### src/ptf_defs.vh
`ifndef PTF_DEFS_VH
`define PTF_DEFS_VH
// =====================================================
// octet codes
`define PTF_FLAG 8'h7e
`define PTF_ESC 8'h7d
`define PTF_XOR 8'h20
// =====================================================
// fifo geometry
`define PTF_AW 8
`define PTF_PW 9
`define PTF_DEPTH 9'h100
`define PTF_MW 10
// =====================================================
// register word indexes (byte address = 4 * index)
`define PTF_REG_CTRL 6'h00
`define PTF_REG_WMARK 6'h01
`define PTF_REG_STAT 6'h02
`define PTF_REG_CNT 6'h03
// =====================================================
// control fields and reset values
`define PTF_B_FCS 0
`define PTF_B_C32 1
`define PTF_B_ERR 2
`define PTF_B_SCR 3
`define PTF_F_IPG 15:8
`define PTF_CTRL_RST 32'h0000_0009
`define PTF_F_HI 8:0
`define PTF_F_LO 24:16
`define PTF_HI_RST 9'h0e0
`define PTF_LO_RST 9'h080
// =====================================================
// status fields
`define PTF_F_LVL 8:0
`define PTF_B_OVR 16
`define PTF_B_ABT 17
`define PTF_B_TPA 18
// =====================================================
// check value
`define PTF_P16 16'h1021
`define PTF_P32 32'h04c1_1db7
`define PTF_INIT16 32'h0000_ffff
`define PTF_INIT32 32'hffff_ffff
// =====================================================
// scrambler
`define PTF_SCR_LEN 43
`define PTF_SCR_ONES 43'h7ff_ffff_ffff
`endif

### src/ptf_fifo_mem.v
`include "ptf_defs.vh"
module ptf_fifo_mem (
  input wire i_clk,
  input wire i_rst_n,
  input wire i_we,
  input wire [`PTF_AW-1:0] i_waddr,
  input wire [`PTF_MW-1:0] i_wdata,
  input wire [`PTF_AW-1:0] i_raddr,
  output reg [`PTF_MW-1:0] o_rdata
);
  // =====================================================
  // 256 octets, each with start and end markers
  reg [`PTF_MW-1:0] mem [0:255];

  always @(posedge i_clk) begin
    if (i_we) begin
      mem[i_waddr] <= i_wdata;
    end
  end

  // read data always follows the read pointer, one cycle late
  always @(posedge i_clk or negedge i_rst_n) begin
    if (!i_rst_n) begin
      o_rdata <= {`PTF_MW{1'b0}};
    end else begin
      o_rdata <= mem[i_raddr];
    end
  end
endmodule

### src/ptf_scrambler.v
`include "ptf_defs.vh"
module ptf_scrambler (
  input wire i_clk,
  input wire i_rst_n,
  input wire i_step,
  input wire i_on,
  input wire [7:0] i_byte,
  output reg [7:0] o_byte
);
  // =====================================================
  // self-synchronous x^43+1, msb of each octet first
  reg [`PTF_SCR_LEN-1:0] st_ff;
  reg [`PTF_SCR_LEN-1:0] nxt_st;
  reg [7:0] scr;
  integer i;

  always @* begin
    nxt_st = st_ff;
    scr = 8'h00;
    for (i = 7; i >= 0; i = i - 1) begin
      scr[i] = i_byte[i] ^ nxt_st[`PTF_SCR_LEN-1];
      nxt_st = {nxt_st[`PTF_SCR_LEN-2:0], scr[i]};
    end
  end

  always @(posedge i_clk or negedge i_rst_n) begin
    if (!i_rst_n) begin
      st_ff <= `PTF_SCR_ONES;
      o_byte <= `PTF_FLAG;
    end else if (i_step) begin
      // state keeps running while bypassed so re-enabling needs no reload
      st_ff <= nxt_st;
      o_byte <= i_on ? scr : i_byte;
    end
  end
endmodule

### src/ptf_tx_framer.v
// Functional notes
// - send flag octets 7e whenever no packet data is ready to go
// - transmit fifo holds up to 256 octets, any number of packets
// - 16-bit words in on write clock, octets out on line clock
// - pointers give fill level driving overrun, underrun, aborts, flags, available
// - overrun drops octets but never aborts the packet being written
// - fifo empty mid-packet aborts with 7d then 7e
// - after abort, remaining packet octets are read, dropped, replaced by flags
// - after abort, data resumes only at a start-of-packet marker
// - programmable count of flags is inserted between frames
// - check value over whole frame before stuffing; 16 or 32 bit selectable
// - 16-bit check uses x^16+x^12+x^5+1, two octets
// - 32-bit check uses the standard 32-bit generator, four octets
// - check value goes out highest-degree coefficient first
// - check octets follow last data octet, before closing flag
// - sent check value is the inverse of the final crc register
// - check value generation and insertion can be switched off
// - error insertion inverts the check value before sending
// - 7e and 7d in frame become 7d then octet xor 20
// - optional x^43+1 scrambling of whole stream, flags included
// - scrambler state is all ones after reset
// - output pauses in overhead positions; no overhead octet is written
//
// Design decisions made here: the Wishbone register port and the register offsets.
`include "ptf_defs.vh"
module ptf_tx_framer (
  input wire i_clk,
  input wire i_rst_n,
  input wire i_wb_cyc,
  input wire i_wb_stb,
  input wire i_wb_we,
  input wire [7:0] i_wb_adr,
  input wire [3:0] i_wb_sel,
  input wire [31:0] i_wb_dat,
  output reg [31:0] o_wb_dat,
  output reg o_wb_ack,
  input wire i_system_write_clock,
  input wire i_tx_enable,
  input wire [15:0] i_tx_data,
  input wire i_tx_sop,
  input wire i_tx_eop,
  input wire i_tx_mod,
  output reg o_transmit_packet_available,
  input wire i_line_side_clock,
  input wire i_overhead_gap,
  output wire [7:0] o_line_data,
  output reg o_line_valid
);
  // =====================================================
  // states
  localparam S_IDLE = 3'h0;
  localparam S_DATA = 3'h1;
  localparam S_FCS = 3'h2;
  localparam S_ABT = 3'h3;
  localparam S_DISC = 3'h4;

  // =====================================================
  // functions
  function [31:0] crc_step;
    input [31:0] c;
    input [7:0] d;
    input m32;
    integer i;
    reg [31:0] r;
    reg fb;
    begin
      r = c;
      for (i = 7; i >= 0; i = i - 1) begin
        if (m32) begin
          fb = r[31] ^ d[i];
          r = {r[30:0], 1'b0};
          if (fb) r = r ^ `PTF_P32;
        end else begin
          fb = r[15] ^ d[i];
          r = {16'h0000, r[14:0], 1'b0};
          if (fb) r = r ^ {16'h0000, `PTF_P16};
        end
      end
      crc_step = r;
    end
  endfunction

  function [31:0] merge;
    input [31:0] old;
    input [31:0] nw;
    input [3:0] sel;
    integer k;
    begin
      merge = old;
      for (k = 0; k < 4; k = k + 1) begin
        if (sel[k]) merge[k*8 +: 8] = nw[k*8 +: 8];
      end
    end
  endfunction

  // =====================================================
  // pin synchronisers; stage 3 holds the sample taken just before an edge
  reg [2:0] wclk_ff;
  reg [19:0] w1_ff;
  reg [19:0] w2_ff;
  reg [19:0] w3_ff;
  reg [2:0] lclk_ff;
  reg g1_ff;
  reg g2_ff;
  wire sys_edge = wclk_ff[1] & ~wclk_ff[2];
  wire line_edge = lclk_ff[1] & ~lclk_ff[2];
  wire slot = line_edge & ~g2_ff;

  always @(posedge i_clk or negedge i_rst_n) begin
    if (!i_rst_n) begin
      wclk_ff <= 3'h0;
      w1_ff <= 20'h00000;
      w2_ff <= 20'h00000;
      w3_ff <= 20'h00000;
      lclk_ff <= 3'h0;
      g1_ff <= 1'b0;
      g2_ff <= 1'b0;
    end else begin
      wclk_ff <= {wclk_ff[1:0], i_system_write_clock};
      w1_ff <= {i_tx_enable, i_tx_sop, i_tx_eop, i_tx_mod, i_tx_data};
      w2_ff <= w1_ff;
      w3_ff <= w2_ff;
      lclk_ff <= {lclk_ff[1:0], i_line_side_clock};
      g1_ff <= i_overhead_gap;
      g2_ff <= g1_ff;
    end
  end

  // =====================================================
  // registers
  reg [31:0] ctrl_ff;
  reg [31:0] wmark_ff;
  reg ovr_ff;
  reg abt_ff;
  reg [15:0] frm_cnt_ff;
  reg [15:0] abt_cnt_ff;
  wire fcs_en = ctrl_ff[`PTF_B_FCS];
  wire m32 = ctrl_ff[`PTF_B_C32];
  wire err_ins = ctrl_ff[`PTF_B_ERR];
  wire scr_en = ctrl_ff[`PTF_B_SCR];
  wire [7:0] ipg = ctrl_ff[`PTF_F_IPG];

  // =====================================================
  // fifo pointers
  reg [`PTF_PW-1:0] wr_ptr_ff;
  reg [`PTF_PW-1:0] wr_seen_ff;
  reg [`PTF_PW-1:0] rd_ptr_ff;
  reg [1:0] wph_ff;
  reg [19:0] hold_ff;
  wire [`PTF_MW-1:0] head;
  wire [`PTF_PW-1:0] lvl = wr_ptr_ff - rd_ptr_ff;
  // read side trusts only pointers whose octets have reached the ram
  wire avail = (wr_seen_ff != rd_ptr_ff);
  wire full = (lvl == `PTF_DEPTH);
  wire wr_req = (wph_ff != 2'h0);
  wire do_wr = wr_req & ~full;
  wire ovr_set = wr_req & full;
  wire last_hi = hold_ff[17] & hold_ff[16];
  wire [`PTF_MW-1:0] wbyte = (wph_ff == 2'h1) ?
    {hold_ff[18], last_hi, hold_ff[15:8]} : {1'b0, hold_ff[17], hold_ff[7:0]};
  wire head_sop = head[9];
  wire head_eop = head[8];
  reg rd_step;

  // =====================================================
  // write side: one word per write-clock edge, high octet first
  always @(posedge i_clk or negedge i_rst_n) begin
    if (!i_rst_n) begin
      wph_ff <= 2'h0;
      hold_ff <= 20'h00000;
      wr_ptr_ff <= {`PTF_PW{1'b0}};
      wr_seen_ff <= {`PTF_PW{1'b0}};
      rd_ptr_ff <= {`PTF_PW{1'b0}};
    end else begin
      wr_seen_ff <= wr_ptr_ff;
      if (rd_step) rd_ptr_ff <= rd_ptr_ff + 9'h001;
      // an overrun drops octets and sets the overrun flag; the frame closes normally only if its end-marker octet was stored
      if (do_wr) wr_ptr_ff <= wr_ptr_ff + 9'h001;
      case (wph_ff)
        2'h0: begin
          if (sys_edge & w3_ff[19]) begin
            hold_ff <= w3_ff;
            wph_ff <= 2'h1;
          end
        end
        2'h1: wph_ff <= last_hi ? 2'h0 : 2'h2;
        default: wph_ff <= 2'h0;
      endcase
    end
  end

  ptf_fifo_mem u_mem (
    .i_clk(i_clk),
    .i_rst_n(i_rst_n),
    .i_we(do_wr),
    .i_waddr(wr_ptr_ff[`PTF_AW-1:0]),
    .i_wdata(wbyte),
    .i_raddr(rd_ptr_ff[`PTF_AW-1:0]),
    .o_rdata(head)
  );

  // =====================================================
  // packet available with watermark hysteresis
  always @(posedge i_clk or negedge i_rst_n) begin
    if (!i_rst_n) begin
      o_transmit_packet_available <= 1'b1;
    end else if (lvl >= wmark_ff[`PTF_F_HI]) begin
      o_transmit_packet_available <= 1'b0;
    end else if (lvl <= wmark_ff[`PTF_F_LO]) begin
      o_transmit_packet_available <= 1'b1;
    end
  end

  // =====================================================
  // line side frame generator, one step per line octet slot
  reg [2:0] state_ff;
  reg [2:0] nxt_state;
  reg [8:0] gap_ff;
  reg [8:0] nxt_gap;
  reg [7:0] pend_ff;
  reg [7:0] nxt_pend;
  reg pend_v_ff;
  reg nxt_pend_v;
  reg [31:0] crc_ff;
  reg [31:0] nxt_crc;
  reg [1:0] idx_ff;
  reg [1:0] nxt_idx;
  reg [7:0] ob;
  reg [7:0] raw;
  reg stuff;
  reg take;
  reg abort_ev;
  reg frame_end;
  wire [31:0] fcs = err_ins ? crc_ff : ~crc_ff;
  wire [7:0] fcs_byte = fcs[idx_ff*8 +: 8];

  always @* begin
    nxt_state = state_ff;
    nxt_gap = gap_ff;
    nxt_pend = pend_ff;
    nxt_pend_v = pend_v_ff;
    nxt_crc = crc_ff;
    nxt_idx = idx_ff;
    rd_step = 1'b0;
    ob = `PTF_FLAG;
    raw = 8'h00;
    stuff = 1'b0;
    take = 1'b0;
    abort_ev = 1'b0;
    frame_end = 1'b0;
    if (slot) begin
      if (pend_v_ff) begin
        ob = pend_ff;
        nxt_pend_v = 1'b0;
      end else begin
        case (state_ff)
          S_IDLE: begin
            if (gap_ff != 9'h000) begin
              nxt_gap = gap_ff - 9'h001;
            end else if (avail) begin
              rd_step = 1'b1;
              take = head_sop;
            end
          end
          S_DATA: begin
            if (avail) begin
              rd_step = 1'b1;
              take = 1'b1;
            end else begin
              ob = `PTF_ESC;
              nxt_state = S_ABT;
              abort_ev = 1'b1;
            end
          end
          S_FCS: begin
            raw = fcs_byte;
            stuff = 1'b1;
            nxt_idx = idx_ff - 2'h1;
            if (idx_ff == 2'h0) begin
              nxt_state = S_IDLE;
              nxt_gap = {1'b0, ipg} + 9'h001;
              frame_end = 1'b1;
            end
          end
          S_ABT: nxt_state = S_DISC;
          S_DISC: begin
            if (avail) begin
              if (head_sop) begin
                nxt_state = S_IDLE;
                nxt_gap = {1'b0, ipg};
              end else begin
                rd_step = 1'b1;
              end
            end
          end
          default: nxt_state = S_IDLE;
        endcase
        if (take) begin
          raw = head[7:0];
          stuff = 1'b1;
          // crc restarts at each start marker, so a new frame never inherits
          nxt_crc = crc_step(head_sop ? (m32 ? `PTF_INIT32 : `PTF_INIT16) : crc_ff,
            head[7:0], m32);
          nxt_state = S_DATA;
          if (head_eop) begin
            if (fcs_en) begin
              nxt_state = S_FCS;
              nxt_idx = m32 ? 2'h3 : 2'h1;
            end else begin
              nxt_state = S_IDLE;
              nxt_gap = {1'b0, ipg} + 9'h001;
              frame_end = 1'b1;
            end
          end
        end
        if (stuff) begin
          if ((raw == `PTF_FLAG) || (raw == `PTF_ESC)) begin
            ob = `PTF_ESC;
            nxt_pend = raw ^ `PTF_XOR;
            nxt_pend_v = 1'b1;
          end else begin
            ob = raw;
          end
        end
      end
    end
  end

  always @(posedge i_clk or negedge i_rst_n) begin
    if (!i_rst_n) begin
      state_ff <= S_IDLE;
      gap_ff <= 9'h000;
      pend_ff <= 8'h00;
      pend_v_ff <= 1'b0;
      crc_ff <= `PTF_INIT32;
      idx_ff <= 2'h0;
      o_line_valid <= 1'b0;
    end else begin
      state_ff <= nxt_state;
      gap_ff <= nxt_gap;
      pend_ff <= nxt_pend;
      pend_v_ff <= nxt_pend_v;
      crc_ff <= nxt_crc;
      idx_ff <= nxt_idx;
      o_line_valid <= slot;
    end
  end

  ptf_scrambler u_scr (
    .i_clk(i_clk),
    .i_rst_n(i_rst_n),
    .i_step(slot),
    .i_on(scr_en),
    .i_byte(ob),
    .o_byte(o_line_data)
  );

  // =====================================================
  // wishbone slave, answers one cycle after the request
  wire wb_hit = i_wb_cyc & i_wb_stb & ~o_wb_ack;
  wire [5:0] widx = i_wb_adr[7:2];
  wire wr_en = wb_hit & i_wb_we;
  wire clr_ovr = wr_en & (widx == `PTF_REG_STAT) & i_wb_sel[2] & i_wb_dat[`PTF_B_OVR];
  wire clr_abt = wr_en & (widx == `PTF_REG_STAT) & i_wb_sel[2] & i_wb_dat[`PTF_B_ABT];
  reg [31:0] rd_mux;

  always @* begin
    case (widx)
      `PTF_REG_CTRL: rd_mux = ctrl_ff;
      `PTF_REG_WMARK: rd_mux = wmark_ff;
      `PTF_REG_STAT: rd_mux = {13'h0000, o_transmit_packet_available, abt_ff, ovr_ff,
        7'h00, lvl};
      `PTF_REG_CNT: rd_mux = {abt_cnt_ff, frm_cnt_ff};
      default: rd_mux = 32'h0000_0000;
    endcase
  end

  always @(posedge i_clk or negedge i_rst_n) begin
    if (!i_rst_n) begin
      o_wb_ack <= 1'b0;
      o_wb_dat <= 32'h0000_0000;
      ctrl_ff <= `PTF_CTRL_RST;
      wmark_ff <= {7'h00, `PTF_LO_RST, 7'h00, `PTF_HI_RST};
      ovr_ff <= 1'b0;
      abt_ff <= 1'b0;
      frm_cnt_ff <= 16'h0000;
      abt_cnt_ff <= 16'h0000;
    end else begin
      o_wb_ack <= wb_hit;
      if (wb_hit & ~i_wb_we) o_wb_dat <= rd_mux;
      if (wr_en & (widx == `PTF_REG_CTRL)) begin
        ctrl_ff <= merge(ctrl_ff, i_wb_dat, i_wb_sel) & 32'h0000_ff0f;
      end
      if (wr_en & (widx == `PTF_REG_WMARK)) begin
        wmark_ff <= merge(wmark_ff, i_wb_dat, i_wb_sel) & 32'h01ff_01ff;
      end
      // a new event in the clearing cycle keeps its flag set
      ovr_ff <= ovr_set | (ovr_ff & ~clr_ovr);
      abt_ff <= abort_ev | (abt_ff & ~clr_abt);
      if (frame_end) frm_cnt_ff <= frm_cnt_ff + 16'h0001;
      if (abort_ev) abt_cnt_ff <= abt_cnt_ff + 16'h0001;
    end
  end
endmodule

### config.mk
export PLATFORM = sky130hd
export DESIGN_NAME = ptf_tx_framer
export DESIGN_NICKNAME = d
export VERILOG_FILES = /design/src/ptf_fifo_mem.v /design/src/ptf_scrambler.v /design/src/ptf_tx_framer.v
export VERILOG_INCLUDE_DIRS = /design/src
export SDC_FILE = /design/constraint.sdc
export NUM_CORES = 2
export LEC_CHECK = 0
export BUFFER_PORTS_ARGS = -buffer_cell sky130_fd_sc_hd__buf_4
export CELL_PAD_IN_SITES_DETAIL_PLACEMENT = 2
export CELL_PAD_IN_SITES_GLOBAL_PLACEMENT = 2
export CORE_MARGIN = 2
export CORE_UTILIZATION = 50
export CTS_BUF_LIST = sky130_fd_sc_hd__clkbuf_16
export DETAILED_ROUTE_END_ITERATION = 8
export HOLD_SLACK_MARGIN = 0.1
export PLACE_DENSITY_LB_ADDON = 0.1
export SLEW_MARGIN = 15
export SYNTH_ARGS = -nofsm -noshare
export SYNTH_HDL_FRONTEND = slang
export SYNTH_SLANG_ARGS = --single-unit
### constraint.sdc
create_clock -name i_clk -period 11.03 [get_ports i_clk]
set_input_delay 1.103 -clock i_clk [delete_from_list [all_inputs] [get_ports i_clk]]
set_output_delay 1.103 -clock i_clk [all_outputs]
set_load 0.005 [all_outputs]
# --- After elaboration in Yosys (flattened, before gate mapping) ---
# Memory sizes are Yosys's and may differ from the RTL's. A register that Yosys moved wholly into a read port is not among the register bits.
# Index checks and enable logic that the tools add are counted.
# Widths: inputs -> output; s select.
word_totals:
  register_bits: 321
  wordCells: 275
  output_inout_bits: 43
  input_bits: 72
  mem_bits_rw: 2560
  n_memories: 1
classes:
  eq_ne: 18
  shifts: 1
  reduce_logical: 20
  n_mux: 119
  n_bitwise: 72
  add_sub_neg: 8
  n_lt_le_gt_ge: 2
memory_table:
  columns: ["name", "depth", "width", "rd", "rd_ports_with_merged_regs", "wr", "line", "rtl"]
  rows:
  - ["u_mem.mem", 256, 10, 1, 1, 1, "ptf_fifo_mem.v:13", "reg [`PTF_MW-1:0] mem [0:255];"]
op_table:
  columns: ["cell", "count"]
  rows:
  - ["$mux 32", 32]
  - ["$mux 27", 8]
  - ["$pmux 32 s4", 1]
  - ["$not 14->14", 8]
  - ["$mux 13", 8]
  - ["$mux 8", 9]
  - ["$mux 9", 7]
  - ["$add 16x1->16 const B", 2]
  - ["$mux 1", 32]
  - ["$not 32->32", 1]
  - ["$shiftx 32x6->8", 1]
  - ["$pmux 9 s3", 1]
  - ["$not 3->3", 8]
  - ["$xor 1x1->1", 24]
  - ["$mux 2", 11]
  - ["$and 1x1->1", 19]
  - ["$add 9x1->9 const B", 2]
  - ["$eq 8x7->1 const B", 2]
  - ["$reduce_and 2->1", 8]
  - ["$mux 3", 5]
  - ["$pmux 3 s5", 1]
  - ["$eq 6x2->1 const B", 2]
  - ["$mux 10", 1]
  - ["$not 1->1", 10]
  - ["30 further kinds", 37]

# --- Longest topological paths before layout ---
depth:
  ltp_word: 48
  depth_mapped: 18

# --- Cells and area by module ---
# From an unflattened synthesis, not the netlist that was laid out.
unflattened:
  hier_cells: 6058
  hier_area_um2: 114971.5
modules_own_cells:
  columns: ["module", "cells_each", "instances", "seq_area_each_um2", "area_per_inst_um2"]
  rows:
  - ["ptf_fifo_mem", 4605, 1, 77124.0, 98982.4]
  - ["ptf_tx_framer", 1302, 1, 6805.3, 13800.7]
  - ["ptf_scrambler", 151, 1, 1337.5, 2188.3]

# --- Least setup slack after synthesis ---
# OpenSTA, ideal clock, no wires.
synth_timing:
  path_kind: "reg-to-reg"
  start: "register wph_ff[0]"
  end: "memory u_mem.mem[0][8] (netlist name) (data pin)"
  stages_incl_launch_ff: 5
  slack_ps: 2437
  setup_ps: 1459
  arrival_time_ps: 7134
  cell_sequence: "dfrtp_1 -> nor2b_1 -> clkbuf_1 -> a21boi_0 -> nor2b_1"
synth_between:
  elab_chain_len: 2
synth_rtl:
  columns: ["item", "line", "rtl"]
  rows:
  - ["from (decl)", "ptf_tx_framer.v:148", "reg [1:0] wph_ff;"]
  - ["from (signal assigned)", "ptf_tx_framer.v:186", "2'h1: wph_ff <= last_hi ? 2'h0 : 2'h2;"]
  - ["$eq 2x1->1", "ptf_tx_framer.v:159", "wire [`PTF_MW-1:0] wbyte = (wph_ff == 2'h1) ?"]
  - ["$mux 10", "ptf_tx_framer.v:159", null]
  - ["net u_mem.i_wdata[8]", "ptf_fifo_mem.v:7", "input wire [`PTF_MW-1:0] i_wdata,"]
  - ["to (decl)", "ptf_fifo_mem.v:13", null]
# The timed path passes the listed nets, and every way through them passes these cells.

# --- Final worst setup path ---
layout_timing:
  start: "register rd_ptr_ff[4]"
  end: "memory u_mem.mem[160][8] (netlist name) (enable)"
layout_between:
  elab_chain_len: 6
layout_rtl:
  columns: ["item", "line", "rtl"]
  rows:
  - ["from (decl)", "ptf_tx_framer.v:147", "reg [`PTF_PW-1:0] rd_ptr_ff;"]
  - ["from (signal assigned)", "ptf_tx_framer.v:173", "rd_ptr_ff <= {`PTF_PW{1'b0}};"]
  - ["from (signal assigned)", "ptf_tx_framer.v:176", "if (rd_step) rd_ptr_ff <= rd_ptr_ff + 9'h001;"]
  - ["$sub 9x9->9", "ptf_tx_framer.v:151", "wire [`PTF_PW-1:0] lvl = wr_ptr_ff - rd_ptr_ff;"]
  - ["$eq 9x9->1 (no line)", null, null]
  - ["$not 1->1", "ptf_tx_framer.v:156", "wire do_wr = wr_req & ~full;"]
  - ["$and 1x1->1", "ptf_tx_framer.v:156", null]
  - ["$mux 1", "ptf_fifo_mem.v:16", "if (i_we) begin"]
  - ["$mux 1 (implied by the code)", "ptf_fifo_mem.v:17", "mem[i_waddr] <= i_wdata;"]
# Every way passes these cells.

==> summary.md <==
| Metric | Value |
|---|---|
| Top FF cell, synth | edfxtp_1 |
| Worst slack, placed | 4.914 ns |
| Count leader, synth | edfxtp_1 |
| Comb power frac | 13.5% |
| Worst slew pin tran | 1.219 ns |
| Design area | 130,600 um2 |
| CTS resizes | 0 |
| Max_cap viols | 0 |
| Peak Freq | 159.6 MHz |
| CP arrival | 6.89 ns |
| Ys async rst share | 11.45% |
| I/O pins | 115 |
| Worst Hold Class | primary input to async pin |
| Largest net degree at the start of global routing | 183 |
| Crit path buf inv count | 4 |
| Post-route ant nets | 0 |
| Cells along the critical path | inv_1 -> ha_1 -> or2_2 -> o311a_1 -> nor3_1 -> nor4_2 -> o211ai_2 -> buf_4 -> nand2_8 -> buf_4 -> nor3_1 -> buf_4 |
| Placed instance area | 120,600 um2 |
| Sequential share of power | 47.3% |
| Post-CTS setup buffer count | 0 |
| Hold_buf cts | 0 |
| Synth warn | 0 |
| First-pass GRT wire length | 562,300 um |
| Switch share | 27.49% |
| Initial antenna violation count | 18 |
| Int Pwr | 19,750 uW |
| Mapped cell area | 114,700 um2 |
| Dominant cells by area after synthesis | edfxtp_1 67%, mux4_2 16%, dfrtp_1 5.3%, dfstp_2 2.0%, nor3_1 1.1% |
| Final Cycle Share | 56.79% |
| Vias in the first global route | 66,220 |
| Pleak | 0.04225 uW |
| Syn Area/Cell | 20.53 um2 |
| Port Buffers | 105 |
| Clk pwr share | 39.2% |
| Synth-to-layout area growth | 13.91% |
| Slowest Stage Delay on Critical Path | 1.03 ns |
| CP max FO | 73 |
| Finish-stage setup viols | 0 |
| Drt pass-1 iters | 6 |
| Max clock buf depth | 4 |
| Setup TNS | 0 ns |
| Unrepaired setup endpoints after global routing | no |
| Power density cells | 208.5 nW/um2 |
| Clk pin slew, worst setup/hold paths | 0.06 ns |
| DRT Wirelength | 400,800 um |
| DRC viols | 0 |
| Clock Sinks | 2,891 |
| Via count | 63,400 |
| Critical path class | flip-flop to flip-flop |
| Max-slew headroom | 18.71% |
| CTS buffer count | 317 |
| VDD IR-drop max | 166.4 uV |
| Cell mode on critical path | buf_4 |
| Hold Fails Final Rpt | 0 |
| Core Area | 227,700 um2 |
| Nets@finish | 6,084 |
| Critical path's slowest cell | nor3_1 |
| CTS HTree Levels | 5 |
| Site Rows | 175 |
| Setup WS post-layout | 4.766 ns |
| Cells after Synth | 5,587 |
| HPWL after DPL | 221,700 um |
| Cell variety after synth | 85 |
| Yosys reg bits | 2,891 |
| Clk_lat worst skew | 0.98 ns |
| Worst setup SP type | flip-flop |
| Gr usage total | 34.76% |
| Die H | 483.0 um |
| CTS tree | done |
| Final slew viol count | 0 |
| NetSw | 7490 uW |
| Drt wl/cell | 43.42 um |
| Post-Syn Nets | 5,697 |
| Status | finished clean |
| Placer congestion estimate | 0.8164 |
| Die area | 233,200 um2 |
| Die Span X | 483.0 um |
| Fillers | 18,540 |
| Data required, critical path | 11.65 ns |
| Critical Path End Type | flip-flop |
| Post-synth top area cell | edfxtp_1 |
| Root buf cell | clkbuf_16 |
| Iter 0 DRT Violations | 8,782 |
| Number of synthesized flops with an enable pin | 2,560 |
| Synth top area share | 67.02% |
| Setup Skew | 0.05321 ns |
| Vias per inst | 6.869 |
| Layout cell share with drive strength beyond 1 | 30.61% |
| Min cycle time layout | 6.264 ns |
| Remaining global-route overflow | 0 |
| Largest delay share family, worst path | simple AND/OR/NAND/NOR gates |
| Synth cell count leaders | 2,560 x edfxtp_1, 812 x mux4_2, 304 x nand2_1 |
| Register area share after synthesis | 74.34% |
| Initial Util | 50.37% |
[placed cells by master (no fill, tap or decap), types with 18 or more instances in the layout]
cell type / n
edfxtp_1: 2560
mux4_2: 812
buf_4: 391
clkbuf_16: 325
nand2_1: 287
dfrtp_1: 238
nor3_1: 208
xnor2_1: 127
nor2_1: 116
inv_1: 115
o21ai_0: 95
dfstp_2: 88
clkinv_1: 61
a22oi_1: 59
mux2_2: 55
xor2_1: 52
nor3_2: 46
nand3_1: 45
clkinv_2: 41
ha_1: 37
a21oi_1: 36
a221oi_1: 33
a22o_1: 31
bufinv_16: 26
nand4_1: 19
and3_1: 19
nand2_2: 18
[layer usage]
| layer | global-route usage, % | up-vias | wire [um] |
|---|---|---|---|
| li1 | - | 23730 | - |
| met3 | 5.780 | 873 | 31270 |
| met4 | 13.70 | 2 | 17940 |
| met1 | 47.61 | 34760 | 153700 |
| met2 | 56.37 | 4042 | 197900 |
| met5 | 0 | - | 13 |
[power by group through the flow]
stage | logic [uW] | registers (uW) | clock network (uW)
2_1_floorplan | 2030 | 13100 | 0
3_3_place_gp | 3250 | 13100 | 0
3_5_place_dp | 3530 | 13100 | 0
4_1_cts | 3640 | 12900 | 10800
5_1_grt | 3840 | 12900 | 11100
6_report | 3690 | 12900 | 10700
[kinds of logic after synthesis]
group	Yosys count	synth area share [%]
XOR/XNOR	185	1.469
flip-flops	2891	74.34
AND/OR/NAND/NOR	855	3.481
buffers and inverters	380	1.468
multiplexers	884	16.64
AO/OA/AOI/OAI	354	2.177
adder cells (fa/ha/maj)	38	0.4211
[final timing paths]
path                              startpoint                 to  slack (ns)  cells after the start
worst min register to register      w2_ff[6]           w3_ff[6]        0.34                      0
max in group asynchronous            i_rst_n         hold_ff[0]        8.75                      3
worst min-delay path                 i_rst_n       o_wb_dat[29]        0.21                      1
worst max register to register  rd_ptr_ff[4]  u_mem.mem[160][8]        4.77                     12
worst max-delay path            rd_ptr_ff[4]  u_mem.mem[160][8]        4.77                     12
min in group i_clk              i_tx_data[4]           w1_ff[4]        0.27                      1
[stage by stage]
stage | util [%] | cells | total power [uW] | hold WS, ns
after CTS | 57.28 | 9213 | 27290 | 0.2017
after global routing | 57.36 | 9220 | 27820 | 0.2332
after detailed placement | 52.95 | 8661 | 16620 | 0.3363
after floorplan | - | 5587 | 15080 | 0.3312
after global placement | 52.95 | 8661 | 16300 | 0.3328
final | 57.37 | 9230 | 27240 | 0.2094
[registers in the layout, summed over array words and instances, names as in the netlist, 10 cells and up]
signal         cells
u_scr.st_ff       43
abt_cnt_ff        16
o_wb_dat          32
w1_ff             20
u_mem.mem       2560
crc_ff            32
w3_ff             20
w2_ff             20
ctrl_ff           12
wmark_ff          18
hold_ff           19
frm_cnt_ff        16
u_mem.o_rdata     10
[final cells by class]
| type | instances | area [um2] | area share (%) |
|---|---|---|---|
| Clock buffer | 325 | 8133 | 6.225 |
| Sequential cell | 2891 | 85280 | 65.28 |
| Inverter | 43 | 168.9 | 0.1293 |
| Antenna cell | 14 | 35.03 | 0.02682 |
| Multi-Input combinational cell | 2316 | 28320 | 21.68 |
| Tap cell | 3009 | 3765 | 2.882 |
| Clock inverter | 227 | 1729 | 1.324 |
| Timing Repair Buffer | 405 | 3212 | 2.458 |
(Power assumes the default switching activity.)
